File: src/common/msr_defs.svh
// constants of the serial special-register bank: addresses, codes, field positions and timing
`ifndef MSR_DEFS_SVH
`define MSR_DEFS_SVH

// ----------------------------------------------------------------
// register word addresses
// ----------------------------------------------------------------
`define MSR_ADDR_RUN_FREQ 16'h1001
`define MSR_ADDR_DC_BUS 16'h1002
`define MSR_ADDR_OUT_VOLT 16'h1003
`define MSR_ADDR_OUT_CURR 16'h1004
`define MSR_ADDR_OUT_POWER 16'h1005
`define MSR_ADDR_OUT_TORQUE 16'h1006
`define MSR_ADDR_RUN_SPEED 16'h1007
`define MSR_ADDR_IN_TERM 16'h1008
`define MSR_ADDR_OUT_TERM 16'h1009
`define MSR_ADDR_AIN_ONE 16'h100a
`define MSR_ADDR_AIN_TWO 16'h100b
`define MSR_ADDR_AIN_THREE 16'h100c
`define MSR_ADDR_LOAD_SPEED 16'h100f
`define MSR_ADDR_FB_FREQ 16'h1013
`define MSR_ADDR_ENC_FREQ 16'h101e
`define MSR_ADDR_RUN_CMD 16'h2000
`define MSR_ADDR_OUT_OVR 16'h2001
`define MSR_ADDR_AO_ONE 16'h2002
`define MSR_ADDR_AO_TWO 16'h2003
`define MSR_ADDR_PULSE 16'h2004
`define MSR_ADDR_RUN_STATE 16'h3000
`define MSR_ADDR_FAULT 16'h8000

// ----------------------------------------------------------------
// frame codes
// ----------------------------------------------------------------
`define MSR_FC_READ 8'h03
`define MSR_FC_WRITE_RAM 8'h05
`define MSR_FC_WRITE 8'h06
`define MSR_EXC_FLAG 8'h80
`define MSR_EXC_FUNC 8'h02
`define MSR_EXC_CRC 8'h03
`define MSR_EXC_ADDR 8'h04
`define MSR_EXC_RANGE 8'h05
`define MSR_EXC_RDONLY 8'h06
`define MSR_REQ_LEN 4'h8
`define MSR_MAX_READ 16'h0004
`define MSR_ECHO_LEN 5'h06
`define MSR_EXC_LEN 5'h03
`define MSR_READ_HDR 5'h03

// ----------------------------------------------------------------
// check sum
// ----------------------------------------------------------------
`define MSR_CRC_PRESET 16'hffff
`define MSR_CRC_POLY 16'ha001

// ----------------------------------------------------------------
// selections, codes and fields
// ----------------------------------------------------------------
`define MSR_SRC_COMM 4'h2
`define MSR_OUT_FUNC_COMM 5'h14
`define MSR_AO_FUNC_COMM 5'h0c
`define MSR_FULL_SCALE 15'h7fff
`define MSR_BIT_TRANSISTOR 0
`define MSR_BIT_RELAY 2
`define MSR_BIT_FREQ 4
`define MSR_STATE_FWD 16'h0001
`define MSR_STATE_REV 16'h0002
`define MSR_STATE_STOP 16'h0003
`define MSR_CMD_FWD 3'h1
`define MSR_CMD_REV 3'h2
`define MSR_CMD_JOG_FWD 3'h3
`define MSR_CMD_JOG_REV 3'h4
`define MSR_CMD_COAST 3'h5
`define MSR_CMD_DECEL 3'h6
`define MSR_CMD_FAULT_RST 3'h7
`define MSR_CMD_MAX 16'h0007

// ----------------------------------------------------------------
// timing: one character of 11 bits at 9600 baud, clock period 5 ns
// ----------------------------------------------------------------
`define MSR_CHAR_TIME_NS 1145834
`define MSR_CLK_NS 5
// 3.5 character times, rounded up to whole cycles
`define MSR_SILENCE_CYCLES ((`MSR_CHAR_TIME_NS * 35 + `MSR_CLK_NS * 10 - 1) / (`MSR_CLK_NS * 10))
// one character time, rounded up
`define MSR_CHAR_CYCLES ((`MSR_CHAR_TIME_NS + `MSR_CLK_NS - 1) / `MSR_CLK_NS)

`endif

File: src/common/msr_pkg.sv
// types of the serial special-register bank
package msr_pkg;

  // ----------------------------------------------------------------
  // frame engine states
  // ----------------------------------------------------------------
  typedef enum logic [1:0] {
    MSR_GAP  = 2'b00,
    MSR_RX   = 2'b01,
    MSR_EXEC = 2'b10,
    MSR_TX   = 2'b11
  } msr_state_e;

  // ----------------------------------------------------------------
  // whole state of the bank
  // ----------------------------------------------------------------
  typedef struct packed {
    msr_state_e state;
    logic gap_long;
    logic [23:0] gap_cnt;
    logic [3:0] rx_cnt;
    logic rx_over;
    logic [15:0] rx_crc;
    logic [7:0][7:0] rx_buf;
    logic [15:0][7:0] tx_buf;
    logic [4:0] tx_len;
    logic [4:0] tx_idx;
    logic [15:0] tx_crc;
    logic [7:0] tx_data;
    logic tx_valid;
    logic [15:0] override;
    logic [15:0] ao_one;
    logic [15:0] ao_two;
    logic [15:0] pulse;
    logic [15:0] run_state;
    logic [2:0] cmd_code;
    logic cmd_strobe;
    logic transistor_output;
    logic relay_one_output;
    logic freq_pulse_terminal;
    logic [14:0] analog_out_one;
    logic [14:0] analog_out_two;
    logic [14:0] pulse_output;
  } msr_state_s;

endpackage

File: src/design/msr_bank.sv
// serial special-register bank of a motor drive: frame engine, check sum, registers and outputs
`timescale 1ns/1ps
`include "msr_defs.svh"

// Notes on behaviour
// - running frequency readable at RUNNING_FREQUENCY, read-only
// - bus and output voltage at DC_BUS_VOLTAGE/OUTPUT_VOLTAGE
// - output torque readable at OUTPUT_TORQUE
// - three analog input voltages at ANALOG_IN_ONE_VOLTAGE..ANALOG_IN_THREE_VOLTAGE
// - encoder feedback frequency readable at ENCODER_FEEDBACK_FREQUENCY
// - input terminals INPUT_TERMINAL_STATE, output terminals OUTPUT_TERMINAL_STATE
// - 2001H drives terminals whose function is 20
// - bit 2 drives the first relay
// - bit 4 drives frequency terminal; 1,3 unused
// - ANALOG_OUT_ONE_LEVEL sets analog out one, 0..7FFF
// - ANALOG_OUT_TWO_LEVEL sets analog out two, 0..7FFF
// - 2004H sets pulse output, 0..7FFF
// - 3000H reads 1 forward, 2 reverse, 3 stop
// - 8000H reads fault code, zero without fault
// - 2000H takes command codes one to seven
// - commands act only when source selects communication
// - two-byte CRC appended and checked on frames
// - CRC preset all ones, data bits only
// - xor byte, eight shifts, polynomial A001
// - CRC sent low byte before high byte
// - bad CRC answered with exception code 3
// - frames bounded by 3.5 characters of silence
module msr_bank
  import msr_pkg::*;
#(
  parameter logic [23:0] SILENCE_CYCLES = 24'(`MSR_SILENCE_CYCLES),
  parameter logic [23:0] TX_GAP_CYCLES = 24'(`MSR_SILENCE_CYCLES + `MSR_CHAR_CYCLES)
) (
  input wire logic ref_clk,
  input wire logic rst_b,
  input wire logic [7:0] slave_address,
  input wire logic [7:0] rx_data,
  input wire logic rx_valid,
  output logic [7:0] tx_data,
  output logic tx_valid,
  input wire logic tx_ready,
  input wire logic [15:0] mon_running_frequency,
  input wire logic [15:0] mon_dc_bus_voltage,
  input wire logic [15:0] mon_output_voltage,
  input wire logic [15:0] mon_output_current,
  input wire logic [15:0] mon_output_power,
  input wire logic [15:0] mon_output_torque,
  input wire logic [15:0] mon_running_speed,
  input wire logic [15:0] mon_input_terminal_state,
  input wire logic [15:0] mon_analog_in_one,
  input wire logic [15:0] mon_analog_in_two,
  input wire logic [15:0] mon_analog_in_three,
  input wire logic [15:0] mon_load_speed,
  input wire logic [15:0] mon_feedback_frequency,
  input wire logic [15:0] mon_encoder_frequency,
  input wire logic fault_active,
  input wire logic [15:0] fault_code,
  input wire logic [3:0] run_command_source,
  input wire logic [4:0] transistor_output_func,
  input wire logic [4:0] relay_one_func,
  input wire logic [4:0] freq_pulse_func,
  input wire logic [4:0] analog_out_one_func,
  input wire logic [4:0] analog_out_two_func,
  input wire logic [4:0] pulse_output_func,
  input wire logic drive_transistor,
  input wire logic drive_relay_one,
  input wire logic drive_freq_pulse,
  input wire logic [14:0] drive_analog_one,
  input wire logic [14:0] drive_analog_two,
  input wire logic [14:0] drive_pulse,
  output logic transistor_output,
  output logic relay_one_output,
  output logic freq_pulse_terminal,
  output logic [14:0] analog_out_one,
  output logic [14:0] analog_out_two,
  output logic [14:0] pulse_output,
  output logic [2:0] run_command,
  output logic run_command_strobe,
  output logic [15:0] run_state
);

  // ----------------------------------------------------------------
  // reset release and state
  // ----------------------------------------------------------------
  logic [1:0] rst_q; // reset release chain
  logic rst_n_sync; // released reset copy
  msr_state_s r; // registered state
  msr_state_s n; // next state

  // ----------------------------------------------------------------
  // helpers
  // ----------------------------------------------------------------

  // one byte through the check sum, lsb first
  function automatic logic [15:0] crc_step(input logic [15:0] c, input logic [7:0] d);
    logic [15:0] v;
    v = c ^ {8'h00, d};
    for (int b = 0; b < 8; b++) begin
      if (v[0]) begin
        v = (v >> 1) ^ `MSR_CRC_POLY;
      end else begin
        v = v >> 1;
      end
    end
    return v;
  endfunction

  // clamp a written level to full scale
  function automatic logic [14:0] clamp_level(input logic [15:0] v);
    return v[15] ? `MSR_FULL_SCALE : v[14:0];
  endfunction

  // readable words: bit 16 says mapped, low 16 bits the value
  function automatic logic [16:0] rd_word(input logic [15:0] a);
    logic [16:0] w;
    w = 17'h00000;
    unique case (a)
      `MSR_ADDR_RUN_FREQ: w = {1'b1, mon_running_frequency};
      `MSR_ADDR_DC_BUS: w = {1'b1, mon_dc_bus_voltage};
      `MSR_ADDR_OUT_VOLT: w = {1'b1, mon_output_voltage};
      `MSR_ADDR_OUT_CURR: w = {1'b1, mon_output_current};
      `MSR_ADDR_OUT_POWER: w = {1'b1, mon_output_power};
      `MSR_ADDR_OUT_TORQUE: w = {1'b1, mon_output_torque};
      `MSR_ADDR_RUN_SPEED: w = {1'b1, mon_running_speed};
      `MSR_ADDR_IN_TERM: w = {1'b1, mon_input_terminal_state};
      `MSR_ADDR_OUT_TERM: begin
        // live terminal levels as driven by this block
        w = 17'h10000;
        w[`MSR_BIT_TRANSISTOR] = r.transistor_output;
        w[`MSR_BIT_RELAY] = r.relay_one_output;
        w[`MSR_BIT_FREQ] = r.freq_pulse_terminal;
      end
      `MSR_ADDR_AIN_ONE: w = {1'b1, mon_analog_in_one};
      `MSR_ADDR_AIN_TWO: w = {1'b1, mon_analog_in_two};
      `MSR_ADDR_AIN_THREE: w = {1'b1, mon_analog_in_three};
      `MSR_ADDR_LOAD_SPEED: w = {1'b1, mon_load_speed};
      `MSR_ADDR_FB_FREQ: w = {1'b1, mon_feedback_frequency};
      `MSR_ADDR_ENC_FREQ: w = {1'b1, mon_encoder_frequency};
      `MSR_ADDR_RUN_STATE: w = {1'b1, r.run_state};
      `MSR_ADDR_FAULT: w = {1'b1, fault_active ? fault_code : 16'h0000};
      default: w = 17'h00000;
    endcase
    return w;
  endfunction

  // ----------------------------------------------------------------
  // reset release: two flops, asynchronous assert
  // ----------------------------------------------------------------
  always_ff @(posedge ref_clk or negedge rst_b) begin
    if (!rst_b) begin
      rst_q <= 2'b00;
    end else begin
      rst_q <= {rst_q[0], 1'b1};
    end
  end
  assign rst_n_sync = rst_q[1];

  // ----------------------------------------------------------------
  // next state
  // ----------------------------------------------------------------
  always_comb begin
    logic [7:0] func; // request function code
    logic [15:0] addr; // request word address
    logic [15:0] val; // request data or count
    logic [7:0] exc; // exception code, zero when none
    logic [16:0] w; // read result
    logic [15:0] ra; // address of one read word
    logic [7:0] tb; // byte next handed to the transmitter
    func = r.rx_buf[1];
    addr = {r.rx_buf[2], r.rx_buf[3]};
    val = {r.rx_buf[4], r.rx_buf[5]};
    exc = 8'h00;
    w = 17'h00000;
    ra = 16'h0000;
    tb = 8'h00;
    n = r;
    n.cmd_strobe = 1'b0;

    unique case (r.state)
      // line must stay quiet before a frame may start
      MSR_GAP: begin
        if (rx_valid) begin
          n.gap_cnt = 24'h000000;
        end else if (r.gap_cnt >= (r.gap_long ? TX_GAP_CYCLES : SILENCE_CYCLES)) begin
          n.state = MSR_RX;
          n.rx_cnt = 4'h0;
          n.rx_over = 1'b0;
          n.rx_crc = `MSR_CRC_PRESET;
        end else begin
          n.gap_cnt = r.gap_cnt + 24'h000001;
        end
      end

      // collect bytes until the line falls silent
      MSR_RX: begin
        if (rx_valid) begin
          n.gap_cnt = 24'h000000;
          n.rx_crc = crc_step(r.rx_crc, rx_data);
          if (r.rx_cnt < `MSR_REQ_LEN) begin
            n.rx_buf[r.rx_cnt[2:0]] = rx_data;
            n.rx_cnt = r.rx_cnt + 4'h1;
          end else begin
            n.rx_over = 1'b1;
          end
        end else if (r.rx_cnt != 4'h0) begin
          if (r.gap_cnt >= SILENCE_CYCLES) begin
            n.state = MSR_EXEC;
          end else begin
            n.gap_cnt = r.gap_cnt + 24'h000001;
          end
        end
      end

      // decode the frame, act on it and build the answer
      MSR_EXEC: begin
        n.tx_idx = 5'h00;
        n.tx_valid = 1'b0;
        n.tx_crc = `MSR_CRC_PRESET;
        n.tx_buf[0] = slave_address;
        n.tx_buf[1] = func;
        if (r.rx_over || r.rx_cnt != `MSR_REQ_LEN || r.rx_buf[0] != slave_address) begin
          // not for us or malformed: drop silently
          n.state = MSR_RX;
          n.rx_cnt = 4'h0;
          n.rx_over = 1'b0;
          n.rx_crc = `MSR_CRC_PRESET;
        end else begin
          n.state = MSR_TX;
          if (r.rx_crc != 16'h0000) begin
            exc = `MSR_EXC_CRC;
          end else if (func == `MSR_FC_READ) begin
            if (val == 16'h0000 || val > `MSR_MAX_READ) begin
              exc = `MSR_EXC_RANGE;
            end else begin
              n.tx_buf[2] = {val[6:0], 1'b0};
              n.tx_len = `MSR_READ_HDR + {1'b0, val[2:0], 1'b0};
              for (int k = 0; k < 4; k++) begin
                ra = addr + 16'(k);
                w = rd_word(ra);
                if (16'(k) < val && !w[16]) begin
                  exc = `MSR_EXC_ADDR;
                end
                n.tx_buf[3 + 2 * k] = w[15:8];
                n.tx_buf[4 + 2 * k] = w[7:0];
              end
            end
          end else if (func == `MSR_FC_WRITE || func == `MSR_FC_WRITE_RAM) begin
            w = rd_word(addr);
            if (w[16]) begin
              exc = `MSR_EXC_RDONLY;
            end else if (addr < `MSR_ADDR_RUN_CMD || addr > `MSR_ADDR_PULSE) begin
              exc = `MSR_EXC_ADDR;
            end else if (addr == `MSR_ADDR_RUN_CMD && (val == 16'h0000 || val > `MSR_CMD_MAX)) begin
              exc = `MSR_EXC_RANGE;
            end else begin
              n.tx_len = `MSR_ECHO_LEN;
              for (int k = 2; k < 6; k++) begin
                n.tx_buf[k] = r.rx_buf[k];
              end
              unique case (addr)
                `MSR_ADDR_RUN_CMD: begin
                  if (run_command_source == `MSR_SRC_COMM) begin
                    n.cmd_code = val[2:0];
                    n.cmd_strobe = 1'b1;
                    unique case (val[2:0])
                      `MSR_CMD_FWD, `MSR_CMD_JOG_FWD: n.run_state = `MSR_STATE_FWD;
                      `MSR_CMD_REV, `MSR_CMD_JOG_REV: n.run_state = `MSR_STATE_REV;
                      `MSR_CMD_COAST, `MSR_CMD_DECEL: n.run_state = `MSR_STATE_STOP;
                      default: n.run_state = r.run_state; // fault reset keeps motion state
                    endcase
                  end
                end
                `MSR_ADDR_OUT_OVR: n.override = val;
                `MSR_ADDR_AO_ONE: n.ao_one = val;
                `MSR_ADDR_AO_TWO: n.ao_two = val;
                default: n.pulse = val;
              endcase
            end
          end else begin
            exc = `MSR_EXC_FUNC;
          end
          if (exc != 8'h00) begin
            // exception answer: function with top bit set, then the code
            n.tx_buf[1] = func | `MSR_EXC_FLAG;
            n.tx_buf[2] = exc;
            n.tx_len = `MSR_EXC_LEN;
          end
        end
      end

      // hand bytes to the character transmitter, check sum last
      MSR_TX: begin
        if (!r.tx_valid) begin
          if (r.tx_idx < r.tx_len) begin
            tb = r.tx_buf[r.tx_idx[3:0]];
          end else if (r.tx_idx == r.tx_len) begin
            tb = r.tx_crc[7:0];
          end else begin
            tb = r.tx_crc[15:8];
          end
          n.tx_data = tb;
          n.tx_valid = 1'b1;
        end else if (tx_ready) begin
          n.tx_valid = 1'b0;
          n.tx_idx = r.tx_idx + 5'h01;
          if (r.tx_idx < r.tx_len) begin
            n.tx_crc = crc_step(r.tx_crc, r.tx_data);
          end
          if (r.tx_idx == r.tx_len + 5'h01) begin
            // answer done: keep the line quiet before listening again
            n.state = MSR_GAP;
            n.gap_long = 1'b1;
            n.gap_cnt = 24'h000000;
          end
        end
      end
    endcase

    // terminal and analog outputs, overridden only when selected
    n.transistor_output = (transistor_output_func == `MSR_OUT_FUNC_COMM) ?
      r.override[`MSR_BIT_TRANSISTOR] : drive_transistor;
    n.relay_one_output = (relay_one_func == `MSR_OUT_FUNC_COMM) ?
      r.override[`MSR_BIT_RELAY] : drive_relay_one;
    n.freq_pulse_terminal = (freq_pulse_func == `MSR_OUT_FUNC_COMM) ?
      r.override[`MSR_BIT_FREQ] : drive_freq_pulse;
    n.analog_out_one = (analog_out_one_func == `MSR_AO_FUNC_COMM) ?
      clamp_level(r.ao_one) : drive_analog_one;
    n.analog_out_two = (analog_out_two_func == `MSR_AO_FUNC_COMM) ?
      clamp_level(r.ao_two) : drive_analog_two;
    n.pulse_output = (pulse_output_func == `MSR_AO_FUNC_COMM) ?
      clamp_level(r.pulse) : drive_pulse;
  end

  // ----------------------------------------------------------------
  // state register
  // ----------------------------------------------------------------
  always_ff @(posedge ref_clk or negedge rst_n_sync) begin
    if (!rst_n_sync) begin
      r <= '0;
      r.run_state <= `MSR_STATE_STOP;
      r.rx_crc <= `MSR_CRC_PRESET;
      r.tx_crc <= `MSR_CRC_PRESET;
    end else begin
      r <= n;
    end
  end

  // ----------------------------------------------------------------
  // outputs
  // ----------------------------------------------------------------
  assign tx_data = r.tx_data;
  assign tx_valid = r.tx_valid;
  assign transistor_output = r.transistor_output;
  assign relay_one_output = r.relay_one_output;
  assign freq_pulse_terminal = r.freq_pulse_terminal;
  assign analog_out_one = r.analog_out_one;
  assign analog_out_two = r.analog_out_two;
  assign pulse_output = r.pulse_output;
  assign run_command = r.cmd_code;
  assign run_command_strobe = r.cmd_strobe;
  assign run_state = r.run_state;

endmodule // msr_bank

File: config.mk
export PLATFORM = sky130hd
export DESIGN_NAME = msr_bank
export DESIGN_NICKNAME = d
export VERILOG_FILES = /design/src/common/msr_pkg.sv /design/src/design/msr_bank.sv
export VERILOG_INCLUDE_DIRS = /design/src /design/src/common
export SDC_FILE = /design/constraint.sdc
export NUM_CORES = 1
export LEC_CHECK = 0
export ABC_AREA = 1
export BUFFER_PORTS_ARGS = -buffer_cell sky130_fd_sc_hd__buf_2
export CAP_MARGIN = 30
export CORE_ASPECT_RATIO = 1.4
export CORE_MARGIN = 5
export CORE_UTILIZATION = 50
export CTS_BUF_LIST = sky130_fd_sc_hd__clkbuf_8
export CTS_CLUSTER_DIAMETER = 150
export DETAILED_ROUTE_END_ITERATION = 7
export PLACE_DENSITY = 0.72
export SLEW_MARGIN = 20
export SYNTH_ARGS = -nofsm -noshare
export SYNTH_HDL_FRONTEND = slang
export SYNTH_SLANG_ARGS = --single-unit
File: constraint.sdc
create_clock -name ref_clk -period 12.3 [get_ports ref_clk]
set_input_delay 1.23 -clock ref_clk [delete_from_list [all_inputs] [get_ports ref_clk]]
set_output_delay 1.23 -clock ref_clk [all_outputs]
set_load 0.03 [all_outputs]
==> impl_metrics.csv <==
group,metric,value,unit
status,outcome,"finished with violations",
status,violations,"design-rule violations",
sta,skew,0.0993,ns
setup_path,required,12.82,ns
detailed_routing,vias_per_cell,6.44,
final_layout,final_common_cell,"nand2_1",
grt,antenna_found_initial,12,
floorplan,std_cell_rows,96,
setup_path,crit_path_start_kind,"flip-flop",
power,pwr-share-clk,22.7,%
final_layout,final_cell_mix,"nand2_1, inv_1, buf_2",
floorplan,initial_utilization,50.4,%
power,max-vdd-ir-drop,164,uV
hold_path,hold_path.class,"reg -> async",
sta,slew_headroom,24.0,%
clocking,clk_path_buf_depth,3,
synthesis,synth_xor_area_share,2.31,%
synthesis,syn_area_per_cell,6.81,sq um
synthesis,synthMuxAreaShare,0.366,%
sta,fmax,0.206,GHz
final_layout,drive_above_1_share,16.3,%
clocking,clk_latency,0.73,ns
sta,tightest_slew,1.14,ns
final_layout,syn2layout_area_growth,13.4,%
detailed_routing,dr_wl_met2,57700,um
clocking,tritoncts,"done",
setup_path,worst-setup-path-type,"reg -> reg",
floorplan,die-area,0.0539,sq mm
clocking,cts-resized-gates,0,
sta,period_needed,4.87,ns
synthesis,yosys.area_share.simple,27.2,%
power,p_int,2360,uW
clocking,htree_levels,2,
final_layout,seq_area,0.00820,sq mm
detailed_routing,ant_nets,0,
detailed_routing,vias,29700,
sta,maxSlewViolCount,0,
placed_design,port_buffers,405,
detailed_routing,firstDrtPassIters,8,
setup_path,crit_fanout,12,
synthesis,async_flop_share,100,%
power,p_per_area,163,mW/mm^2
clocking,clkTransAtPathRegs,0.10,ns
detailed_routing,drt-met1-wl,42100,um
grt,grt_pass1_vias,29500,
final_layout,fillers,4901,
synthesis,synth_top_family_by_area,"simple AND/OR/NAND/NOR gates",
clocking,numCtsBuffers,52,
sta,grt_setup_unrepaired,"false",
flow_run,maxCapViolCount,0,
synthesis,synth-edff-count,0,
synthesis,syn_inst,3619,
detailed_routing,wl_per_cell,28.2,um
placed_design,dp_hpwl,99700,um
final_layout,fin_nets,4292,
detailed_routing,drc_errors,12,
floorplan,die_y,273,um
synthesis,synthFlopType,"dfrtp_1",
clocking,root_buffer,"clkbuf_8",
setup_path,end_kind,"flip-flop",
power,cellLeakagePower,0.0138,uW
detailed_routing,route.met3.wl,14200,um
clocking,cts-hold-fix-buffers,0,
sta,worst_slack,7.43,ns
clocking,post_cts_buffers,0,
synthesis,yosysWarnings,0,
synthesis,ys_seq_elements,326,
placed_design,pre_cts_ws,7.96,ns
placed_design,gp_congestion,1.12,
synthesis,synthAdderAreaFrac,1.47,%
power,seqPwrFrac,31.9,%
grt,grt_pass1_wl,187000,um
detailed_routing,drt_iter0_markers,3457,
sta,setup_violations,0,
synthesis,synthDistinctLibCells,61,
clocking,cts_num_sinks,326,
sta,tns,0,ns
floorplan,ios,420,
sta,fin_crit_sh,39.6,%
grt,overflow,0,
sta,finalHoldViolCount,0,
power,combPwrFrac,45.4,%
sta,whs,0.175,ns
grt,track_usage,46.3,%
grt,grt_max_degree,179,
power,p_sw,2190,uW
detailed_routing,routed_wl,130000,um
floorplan,die_x,198,um
final_layout,multiInputGateArea,0.0135,sq mm
power,swShare,48.1,%
floorplan,core,0.0489,sq mm
power,total_power,4550,uW
synthesis,ys_seq_area_share,33.3,%
setup_path,cp.arrival,5.39,ns
synthesis,synth_area,0.0246,sq mm
synthesis,synth-compound-area-share,22.9,%
detailed_routing,top_layer,"met5",
==> area by class of cell <==
class,count,share of cell area [%]
clock inverters,32,0.837
diodes,9,0.0806
clock buffers,66,3.25
multi-input cells,2591,48.2
repair buffers,445,8.64
flip-flops and latches,326,29.4
inverters,504,6.78
well taps,637,2.85
==> layer usage <==
metal	global-route usage, %	vias to the layer above
met5	0	-
met4	43.4	8
met3	13.3	851
met2	73.5	2232
met1	48.9	13700
li1	-	12900
==> final timing paths <==
| kind | start | endpoint | slack (ns) | cells after the start |
|---|---|---|---|---|
| setup reg to reg | flip-flop | r[219] | 7.43 | 14 |
| setup / recovery | flip-flop | r[219] | 7.43 | 14 |
| max in group asynchronous | rst_q[1] | analog_out_two[8] | 10.02 | 2 |
| hold reg to reg | rst_q[1] | transistor_output | 0.18 | 0 |
| min in group ref_clk | rst_q[0] | rst_q[1] | 0.36 | 0 |
| hold / removal | rst_q[1] | transistor_output | 0.18 | 0 |
==> metrics by stage <==
stage          instance area (sq um)  cells  utilization (%)
2_1_floorplan                  24700   3632                -
3_3_place_gp                   26600   4492             54.4
3_5_place_dp                   26700   4498             54.6
4_1_cts                        27800   4596             56.9
5_1_grt                        27900   4607             57.1
6_report                       27900   4610             57.2
==> cell families after synthesis <==
family / after synthesis
simple gates: 1554
compound gates: 920
buf+inv: 715
flops: 326
xor+xnor: 65
fa+ha+maj: 29
mux: 8
other cells: 2
==> synthesized netlist by cell type, types with 17 or more instances <==
master	count	share of area [%]
dfstp_2	34	3.6
nand3_1	132	2.7
buf_4	86	2.6
o21ai_0	266	5.4
nand4_1	67	1.7
inv_1	483	7.4
ha_1	29	1.5
a21oi_1	149	3.0
a221oi_1	23	0.82
o2111ai_1	45	1.6
xnor2_1	27	0.96
a22oi_1	18	0.55
dfrtp_1	292	30
a211oi_1	17	0.52
clkbuf_1	84	1.3
o21ai_1	17	0.35
o221ai_1	47	1.7
o211ai_1	22	0.67
xor2_1	38	1.4
nor2_1	350	5.3
nand2_2	17	0.43
o22ai_1	282	7.2
nor3_1	86	1.7
buf_2	37	0.75
nor4_1	41	1.0
nand2_1	816	12
==> power by group through the flow <==
stage	Clock [uW]	Sequential [uW]	Combinational, uW
floorplan	0	1380	1440
global placement	0	1450	1950
detailed placement	0	1460	1970
CTS	1030	1440	1980
global route	1090	1470	2220
finish	1030	1450	2060
==> worst max-delay path, stage by stage, from the launching register on <==
cell and delay [ns]:
dfrtp_1 0.63, ha_1 0.32, nand3_1 0.15, nor2_1 0.30, nand2_1 0.09, nand2_1 0.12, nor2_1 0.09, nand2_1 0.49
nor2_1 0.08, nand2_1 0.74, o22ai_1 0.21, nor4_2 0.85, nand3_1 0.38, nand2_1 0.14, o21ai_0 0.08
No activity file was read; power rests on OpenSTA's default activity.
